**config.mk**
```make
export PLATFORM = sky130hd
export DESIGN_NAME = mst_regs
export DESIGN_NICKNAME = d
export VERILOG_FILES = /design/src/mst_pkg.sv /design/src/mst_timer.sv /design/src/mst_regs.sv
export SDC_FILE = /design/constraint.sdc
export NUM_CORES = 1
export LEC_CHECK = 0
export ABC_AREA = 1
export BUFFER_PORTS_ARGS = -buffer_cell sky130_fd_sc_hd__buf_2
export CELL_PAD_IN_SITES_DETAIL_PLACEMENT = 1
export CELL_PAD_IN_SITES_GLOBAL_PLACEMENT = 1
export CORE_UTILIZATION = 44
export CTS_CLUSTER_DIAMETER = 40
export CTS_CLUSTER_SIZE = 28
export DETAILED_ROUTE_END_ITERATION = 12
export PLACE_DENSITY_LB_ADDON = 0.1
export SYNTH_ARGS = -nofsm -noshare
export SYNTH_HDL_FRONTEND = slang
export SYNTH_SLANG_ARGS = --single-unit
export TNS_END_PERCENT = 30
```
**constraint.sdc**
```tcl
create_clock -name mclk -period 4.36 [get_ports mclk]
set_input_delay 0.218 -clock mclk [delete_from_list [all_inputs] [get_ports mclk]]
set_output_delay 0.218 -clock mclk [all_outputs]
set_load 0.005 [all_outputs]
```
**src/mst_pkg.sv**
```systemverilog
// constants for the miscellaneous status and timer register group
package mst_pkg;
  // register byte offsets
  localparam logic [9:0] OFS_BYTE_ORDER = 10'h064;
  localparam logic [9:0] OFS_HW_STATUS  = 10'h074;
  localparam logic [9:0] OFS_TMR_CFG    = 10'h08c;
  localparam logic [9:0] OFS_TMR_CNT    = 10'h090;
  localparam logic [9:0] OFS_FREE_CNT   = 10'h09c;
  // field positions
  localparam int BIT_READY    = 27;
  localparam int BIT_XOVER_P2 = 26;
  localparam int BIT_XOVER_P1 = 25;
  localparam int BIT_TMR_EN   = 29;
  // fixed and reset values
  localparam logic [31:0] BYTE_PATTERN = 32'h87654321;
  localparam logic [15:0] PRELOAD_RST  = 16'hffff;
  localparam logic [31:0] FREE_RST     = 32'h00000000;
  localparam logic [31:0] RDATA_RST    = 32'h00000000;
  // timing
  localparam int CLK_PERIOD_NS     = 40;
  localparam int READY_TIME_NS     = 1000;
  localparam int READY_CYCLES      =
    (READY_TIME_NS + CLK_PERIOD_NS - 1) / CLK_PERIOD_NS;
  localparam int FREE_CLEAR_NS     = 160;
  localparam int FREE_CLEAR_CYCLES = FREE_CLEAR_NS / CLK_PERIOD_NS;
  // start-up states
  typedef enum logic {
    MST_SETTLE = 1'b0,
    MST_ACTIVE = 1'b1
  } mst_ready_type;
endpackage

```
**src/mst_timer.sv**
```systemverilog
// general purpose down-counting timer with preload and reload
`timescale 1ns/1ps
module mst_timer
  import mst_pkg::*;
(
  input  wire logic        mclk,      // system clock
  input  wire logic        external_reset_pin,      // sync reset, active low
  input  wire logic        en,        // run when high
  input  wire logic [15:0] preload,   // start and reload value
  output logic      [15:0] count_reg, // live count
  output logic             event_reg  // one-cycle expiry pulse
);
  logic        en_d_reg; // enable seen last cycle
  wire         start;    // enable just rose
  wire         wrap;     // running count passes zero
  wire  [15:0] count_next;

  assign start = en & ~en_d_reg;
  assign wrap  = en & en_d_reg & (count_reg == 16'h0000);
  // load on start, reload after zero, else step down while running
  assign count_next = (start | wrap) ? preload :
                      en ? count_reg - 16'h0001 :
                      count_reg;                          // halted

  // count and expiry pulse
  always_ff @(posedge mclk) begin
    if (!external_reset_pin) begin
      count_reg <= PRELOAD_RST;
      event_reg <= 1'b0;
      en_d_reg  <= 1'b0;
    end else begin
      count_reg <= count_next;
      event_reg <= wrap;
      en_d_reg  <= en;
    end
  end
endmodule // mst_timer

```
**src/mst_regs.sv**
```systemverilog
// register group: byte pattern, ready/straps, timer, free counter
// Operation
// - pattern register always returns fixed value
// - pattern readable while not ready, harmlessly
// - reads during reset never return pattern
// - either 16-bit half readable alone
// - ready flag bit 27 sets after settling
// - ready rising edge can raise interrupt
// - writes ignored until ready is set
// - config register pollable in reset, not ready (here only while not ready; reads in reset get no answer)
// - crossover straps latched in reset, loader rewrites
// - timer runs when enable set, halts otherwise
// - enable falling forces preload to ones
// - timer loads preload and counts down
// - timer raises periodic interrupt events
// - live count in low half, upper zero
// - free counter starts zero, counts every cycle
// - free counter wraps to zero, continues
// - free counter clears within 160 ns
`timescale 1ns/1ps
module mst_regs
  import mst_pkg::*;
#(
  parameter int READY_CYC = READY_CYCLES // settling time in cycles
)(
  input  wire logic        mclk,            // 25 MHz system clock
  input  wire logic        external_reset_pin,            // sync reset, active low
  input  wire logic [9:0]  reg_addr,        // register byte address
  input  wire logic        reg_rd,          // read strobe
  input  wire logic        reg_wr,          // write strobe
  input  wire logic [31:0] reg_wdata,       // write data
  input  wire logic        reg_half16,      // 16-bit serial access
  input  wire logic        reg_upper,       // pick upper half
  input  wire logic        strap_xover_p1,  // crossover strap pin 1
  input  wire logic        strap_xover_p2,  // crossover strap pin 2
  input  wire logic        eeprom_strap_wr, // loader rewrites straps
  input  wire logic [1:0]  eeprom_strap_data, // {port2, port1}
  output logic      [31:0] reg_rdata_reg,   // read data
  output logic             reg_ack_reg,     // read answer pulse
  output logic             device_ready_reg, // device ready level
  output logic             ready_rise_reg,  // ready set pulse
  output logic             timer_event      // timer expiry pulse
);
  localparam int CNT_W = $clog2(READY_CYC + 1);

  // address match, used by read and write decode
  function automatic logic hit(input logic [9:0] a,
                               input logic [9:0] ofs);
    hit = (a == ofs);
  endfunction

  logic [1:0]       sync1_reg;     // strap pins, first stage
  logic [1:0]       sync2_reg;     // strap pins, second stage
  logic [1:0]       xover_reg;     // {port2, port1} strap state
  mst_ready_type    state_reg;     // start-up state
  mst_ready_type    state_next;
  logic [CNT_W-1:0] ready_cnt_reg; // settling counter
  logic             tmr_en_reg;    // timer enable
  logic [15:0]      preload_reg;   // timer preload
  logic [31:0]      free_cnt_reg;  // free running count
  logic [15:0]      tmr_count;     // live timer value
  logic             tmr_event;     // timer expiry from timer

  wire        wr_ok;        // write accepted
  wire        wr_cfg;       // write to timer config
  wire        tmr_en_next;
  wire        tmr_fall;     // enable going 1 to 0
  wire [15:0] preload_next;
  wire        settled;      // settling time elapsed
  wire [31:0] hw_word;      // hardware config image
  wire [31:0] cfg_word;     // timer config image
  wire [31:0] rd_word;      // selected register
  wire [15:0] rd_half;      // selected half
  wire [31:0] rd_data;      // final read value

  // strap pins are asynchronous: two flops before use
  always_ff @(posedge mclk) begin
    sync1_reg <= {strap_xover_p2, strap_xover_p1};
    sync2_reg <= sync1_reg;
  end

  // straps follow the pins throughout reset, so the level
  // at release is kept; the loader may rewrite them later
  always_ff @(posedge mclk) begin
    if (!external_reset_pin) begin
      xover_reg <= sync2_reg;
    end else if (eeprom_strap_wr) begin
      xover_reg <= eeprom_strap_data;
    end
  end

  // start-up: wait out the settling time, then stay active
  assign settled = (ready_cnt_reg == CNT_W'(READY_CYC - 1));
  always_comb begin
    case (state_reg)
      MST_SETTLE: begin
        state_next = settled ? MST_ACTIVE : MST_SETTLE;
      end
      MST_ACTIVE: begin
        state_next = MST_ACTIVE;
      end
      default: begin
        state_next = MST_SETTLE;
      end
    endcase
  end

  // start-up state, counter and ready outputs
  always_ff @(posedge mclk) begin
    if (!external_reset_pin) begin
      state_reg        <= MST_SETTLE;
      ready_cnt_reg    <= '0;
      device_ready_reg <= 1'b0;
      ready_rise_reg   <= 1'b0;
    end else begin
      state_reg        <= state_next;
      ready_cnt_reg    <= settled ? ready_cnt_reg
                                  : ready_cnt_reg + CNT_W'(1);
      device_ready_reg <= (state_next == MST_ACTIVE);
      ready_rise_reg   <= (state_next == MST_ACTIVE) &
                          ~device_ready_reg;
    end
  end

  // writes count only once ready; reserved bits dropped
  assign wr_ok        = reg_wr & device_ready_reg;
  assign wr_cfg       = wr_ok & hit(reg_addr, OFS_TMR_CFG);
  assign tmr_en_next  = wr_cfg ? reg_wdata[BIT_TMR_EN] : tmr_en_reg;
  assign tmr_fall     = tmr_en_reg & ~tmr_en_next;
  // forcing to ones beats a preload written in the same access
  assign preload_next = tmr_fall ? PRELOAD_RST :
                        wr_cfg ? reg_wdata[15:0] :
                        preload_reg;

  // timer configuration
  always_ff @(posedge mclk) begin
    if (!external_reset_pin) begin
      tmr_en_reg  <= 1'b0;
      preload_reg <= PRELOAD_RST;
    end else begin
      tmr_en_reg  <= tmr_en_next;
      preload_reg <= preload_next;
    end
  end

  // the counting itself lives in its own module
  mst_timer u_timer (
    .mclk      (mclk),
    .external_reset_pin      (external_reset_pin),
    .en        (tmr_en_reg),
    .preload   (preload_reg),
    .count_reg (tmr_count),
    .event_reg (tmr_event)
  );
  assign timer_event = tmr_event;

  // free counter wraps on its own from all ones to zero
  always_ff @(posedge mclk) begin
    if (!external_reset_pin) begin
      free_cnt_reg <= FREE_RST;
    end else begin
      free_cnt_reg <= free_cnt_reg + 32'h00000001;
    end
  end

  // read images; reserved bits are zero
  assign hw_word = {4'h0, device_ready_reg, xover_reg,
                    25'h0000000};
  assign cfg_word = {2'h0, tmr_en_reg, 13'h0000, preload_reg};
  assign rd_word =
    hit(reg_addr, OFS_BYTE_ORDER) ? BYTE_PATTERN :
    hit(reg_addr, OFS_HW_STATUS)  ? hw_word :
    hit(reg_addr, OFS_TMR_CFG)    ? cfg_word :
    hit(reg_addr, OFS_TMR_CNT)    ? {16'h0000, tmr_count} :
    hit(reg_addr, OFS_FREE_CNT)   ? free_cnt_reg :
    32'h00000000;                                      // unmapped
  assign rd_half = reg_upper ? rd_word[31:16] : rd_word[15:0];
  assign rd_data = reg_half16 ? {16'h0000, rd_half} : rd_word;

  // read answer one cycle after the strobe; held until next read.
  // reset clears it, so reset-time data never looks valid
  always_ff @(posedge mclk) begin
    if (!external_reset_pin) begin
      reg_rdata_reg <= RDATA_RST;
      reg_ack_reg   <= 1'b0;
    end else begin
      reg_ack_reg <= reg_rd;
      if (reg_rd) begin
        reg_rdata_reg <= rd_data;
      end
    end
  end

  // checks
  property p_pattern;
    @(posedge mclk) disable iff (!external_reset_pin)
    reg_rd && !reg_half16 && reg_addr == OFS_BYTE_ORDER
      |=> reg_ack_reg && reg_rdata_reg == BYTE_PATTERN;
  endproperty
  a_pattern: assert property (p_pattern)
    else $error("pattern read wrong");

  property p_early_read;
    @(posedge mclk) disable iff (!external_reset_pin)
    reg_rd && !device_ready_reg && reg_addr == OFS_HW_STATUS
      && !reg_half16 |=> reg_ack_reg
        && reg_rdata_reg == {4'h0, 1'b0, $past(xover_reg), 25'h0};
  endproperty
  a_early_read: assert property (p_early_read)
    else $error("config read before ready wrong");

  property p_reset_data;
    @(posedge mclk)
    !external_reset_pin |=> reg_rdata_reg != BYTE_PATTERN && !reg_ack_reg;
  endproperty
  a_reset_data: assert property (p_reset_data)
    else $error("valid pattern during reset");

  property p_half;
    @(posedge mclk) disable iff (!external_reset_pin)
    reg_rd && reg_half16 && reg_upper && reg_addr == OFS_BYTE_ORDER
      |=> reg_rdata_reg == {16'h0000, BYTE_PATTERN[31:16]};
  endproperty
  a_half: assert property (p_half)
    else $error("upper half read wrong");

  property p_ready_time;
    @(posedge mclk) disable iff (!external_reset_pin)
    $rose(device_ready_reg) |-> $past(settled) && ready_rise_reg
      ##1 device_ready_reg && !ready_rise_reg;
  endproperty
  a_ready_time: assert property (p_ready_time)
    else $error("ready set at wrong time");

  property p_no_early_write;
    @(posedge mclk) disable iff (!external_reset_pin)
    reg_wr && !device_ready_reg
      |=> $stable(tmr_en_reg) && $stable(preload_reg);
  endproperty
  a_no_early_write: assert property (p_no_early_write)
    else $error("write taken before ready");

  property p_strap_write;
    @(posedge mclk) disable iff (!external_reset_pin)
    eeprom_strap_wr |=> xover_reg == $past(eeprom_strap_data);
  endproperty
  a_strap_write: assert property (p_strap_write)
    else $error("strap rewrite lost");

  property p_halted;
    @(posedge mclk) disable iff (!external_reset_pin)
    !tmr_en_reg |=> $stable(tmr_count);
  endproperty
  a_halted: assert property (p_halted)
    else $error("timer moved while halted");

  property p_fall_preset;
    @(posedge mclk) disable iff (!external_reset_pin)
    $fell(tmr_en_reg) |-> preload_reg == PRELOAD_RST;
  endproperty
  a_fall_preset: assert property (p_fall_preset)
    else $error("preload not forced on disable");

  property p_start;
    @(posedge mclk) disable iff (!external_reset_pin)
    $rose(tmr_en_reg) |=> tmr_count == $past(preload_reg)
      ##1 tmr_count == $past(tmr_count) - 16'h0001;
  endproperty
  a_start: assert property (p_start)
    else $error("timer start value wrong");

  property p_wrap;
    @(posedge mclk) disable iff (!external_reset_pin)
    tmr_en_reg && $past(tmr_en_reg) && tmr_count == 16'h0000
      |=> timer_event && tmr_count == $past(preload_reg);
  endproperty
  a_wrap: assert property (p_wrap)
    else $error("timer reload wrong");

  property p_count_read;
    @(posedge mclk) disable iff (!external_reset_pin)
    reg_rd && !reg_half16 && reg_addr == OFS_TMR_CNT
      |=> reg_rdata_reg == {16'h0000, $past(tmr_count)};
  endproperty
  a_count_read: assert property (p_count_read)
    else $error("count read wrong");

  property p_free_step;
    @(posedge mclk) disable iff (!external_reset_pin)
    $past(external_reset_pin) |-> free_cnt_reg == $past(free_cnt_reg) + 32'h1;
  endproperty
  a_free_step: assert property (p_free_step)
    else $error("free counter skipped");

  property p_free_clear;
    @(posedge mclk)
    $rose(external_reset_pin) |-> free_cnt_reg < 32'(FREE_CLEAR_CYCLES);
  endproperty
  a_free_clear: assert property (p_free_clear)
    else $error("free counter not cleared");

  property p_cfg_reserved;
    @(posedge mclk) disable iff (!external_reset_pin)
    reg_rd && !reg_half16 && reg_addr == OFS_TMR_CFG
      |=> reg_rdata_reg[31:30] == 2'h0
        && reg_rdata_reg[28:16] == 13'h0000;
  endproperty
  a_cfg_reserved: assert property (p_cfg_reserved)
    else $error("reserved bits not zero");
endmodule // mst_regs

```
==> key figures <==
Floorplan
  – I/O pin count: 89
  – Starting density of the core: 45.36%
  – Row cnt: 42
  – Placeable Area: 0.01330 mm²
  – Die span in y: 119.1 µm
  – Die X: 119.1 µm
  – Full die area: 0.01418 mm²

Global routing
  – Vias in the first global route: 6,506
  – Initial antenna violation count: 0
  – First-pass GRT wire length: 32,850 µm
  – Total global-route track usage: 30.12%
  – Largest net degree at the start of global routing: 58
  – Grt ovf: 0

Clock tree
  – CTS root buffer: clkbuf_16
  – Clock Sinks: 113
  – Skew-Pair Late Insertion Delay: 0.43 ns
  – Max clock buf depth: 2
  – Number of setup buffers added after CTS: 0
  – H-tree lvl count: 4
  – CTS Buf Count: 17
  – CTS clk-pin slew, worst paths: 0.06 ns
  – CTS tree: done

Routing
  – Top layer used by detailed routing: met4
  – WL/cell: 17.61 µm
  – Wl on met1: 9067 µm
  – Final wirelength: 20,180 µm
  – Metal2 WL: 9940 µm
  – Drt via density: 5.448
  – Routed Antenna Nets: 0
  – Met3 wire len: 694 µm
  – # DRC: 0
  – Routed vias: 6,243
  – DRT iter0 DRCs: 316
  – DRT Pass-1 Iters: 4

Critical path
  – CP max stage delay: 0.61 ns
  – Critical Path AT: 2.91 ns
  – R2R Setup Slk: 1.76 ns
  – Setup CP Type: reg -> reg
  – Data required, critical path: 4.67 ns
  – CP max FO: 27
  – Worst flop-to-flop path startpoint: tmr_en_reg
  – Crit start category: flip-flop
  – Worst setup path start: tmr_en_reg
  – Crit end category: flip-flop
  – Worst-path cell chain: inv_2, or2_2, nand2_1, inv_2, nor2_1, o21ai_0
  – Slowest-stage cell, CP: nand2_1
  – CP most frequent cell: inv_2

Place
  – I/O Buffers: 73
  – HPWL after detailed placement: 15,110 µm
  – Gp weighted congestion: 0.9708
  – Pre-CTS setup slack: 1.695 ns

Synth
  – Predominant post-synthesis flop cell: dfxtp_1
  – Synth area leaders: dfxtp_1 37%, nand2_1 15%, a21oi_1 7.6%
  – Synth Warn #: 0
  – Number of synthesized flops with an enable pin: 2
  – Synth top area share: 36.85%
  – Count leader, synth: nand2_1
  – Synth area leader: dfxtp_1
  – Mapped cell area: 0.006031 mm²
  – Post-Synthesis Cells: 895
  – Mean post-synth cell area: 6.738 µm²
  – Ys async rst share: 0%
  – Synth top cells by count: 233 x nand2_1, 111 x dfxtp_1, 91 x a21oi_1
  – Yosys cell types: 41
  – Sequential area share after synthesis: 37.84%
  – Post-synthesis net count: 953
  – Register bit count reported by yosys: 113

Power and ir drop
  – Power per Cell Area: 375.3 mW/mm²
  – Lkg Pwr: 3.097 nW
  – Peak VDD IR: 0.0003378 V

STA
  – RSZ-0062 raised after global routing: no
  – Post-route minimum period: 2.604 ns
  – Final worst setup slack: 1.756 ns
  – Worst hold slack: 0.04981 ns
  – Worst-margin pin slew: 0.9831 ns
  – Fin. Hold Viols: 0
  – Worst slew margin: 34.22%
  – Final Max Tran Viols: 0
  – TNS Setup: 0 ns
  – Fmax: 384.1 MHz
  – Final Cycle Share: 59.72%
  – # setup viols final: 0
  – Skew final: 0.008046 ns

Layout
  – Layout area overhead: 17.59%
  – Fill cell count: 1,741
  – Final #Nets: 1,015
  – Antenna diodes: 0
  – Area occupied by multi-input gates: 0.003231 mm²
  – Layout cells sized above 1: 15.46%
  – Register Area: 0.002282 mm²

Min path
  – Worst hold path startpoint: reg_wdata[15]
  – Hold Path Class: in -> reg

Job
  – Max cap viols: 0

Outcome
  – Status: finished, final reports clean
-- cells in the final DEF, fill, tap and decap left out, types with 24 or more instances in the layout --
| cell | n |
|---|---|
| nand2_1 | 233 |
| dfxtp_1 | 111 |
| a21oi_1 | 91 |
| inv_1 | 86 |
| nor2_1 | 84 |
| nand3_1 | 78 |
| buf_2 | 73 |
| o21ai_0 | 40 |
| nand4_1 | 31 |
| nor3_1 | 24 |
-- critical path: cells and delay by family, from the launching register on --
family,cells,cell delay (ns)
simple gates,3,1.15
buf+inv,2,0.60
compound gates,1,0.11
flops,1,0.60
-- cells by family (layout without fill, tap and decap cells) --
| family | after synthesis | count (layout) | synth area share (%) |
|---|---|---|---|
| compound gates | 142 | 142 | 12.37 |
| buf+inv | 125 | 200 | 8.589 |
| flops | 113 | 113 | 37.84 |
| fa+ha+maj | 5 | 5 | 1.037 |
| simple gates | 494 | 494 | 37.84 |
| xor+xnor | 16 | 16 | 2.324 |
-- path summary, 6_finish.rpt --
check | end | depth (start not counted)
max | u_timer.count_reg[5] | 6
min | preload_reg[15] | 3
max reg2reg | u_timer.count_reg[5] | 6
min reg2reg | sync2_reg[1] | 0
-- where the power goes --
group          switching [mW]  total, mW  internal, mW
clock                   0.560       1.48         0.917
sequential             0.0114       1.06          1.05
combinational          0.0819      0.122        0.0402
total                   0.653       2.66          2.01
-- what timing repair did --
action	4_1_cts	5_1_grt
endpoints found under the hold margin	2	0
hold buffers	2	0
gates resized for setup	0	0
-- stage by stage --
stage,total power [mW],area (µm²),utilization [%],std cells
after floorplan,1.154,6031,-,895
after global placement,1.199,6451,48.52,1112
after detailed placement,1.205,6451,48.52,1112
after CTS,2.683,7092,53.34,1146
after global routing,2.743,7092,53.34,1146
final,2.662,7092,53.34,1146
-- layer usage --
layer,up-vias,GRT usage (%)
li1,3067,-
met1,3002,36.47
met2,139,52.36
met3,35,6.082
met4,0,11.16
met5,-,0
-- area by class of cell --
class | count | area share, %
flip-flops and latches | 113 | 32.18
multi-input cells | 657 | 45.55
inverters | 92 | 4.869
clock buffers | 17 | 5.999
well taps | 176 | 3.105
repair buffers | 76 | 5.540
clock inverters | 15 | 2.752
Note: power is estimated with default switching activity, not from simulation.
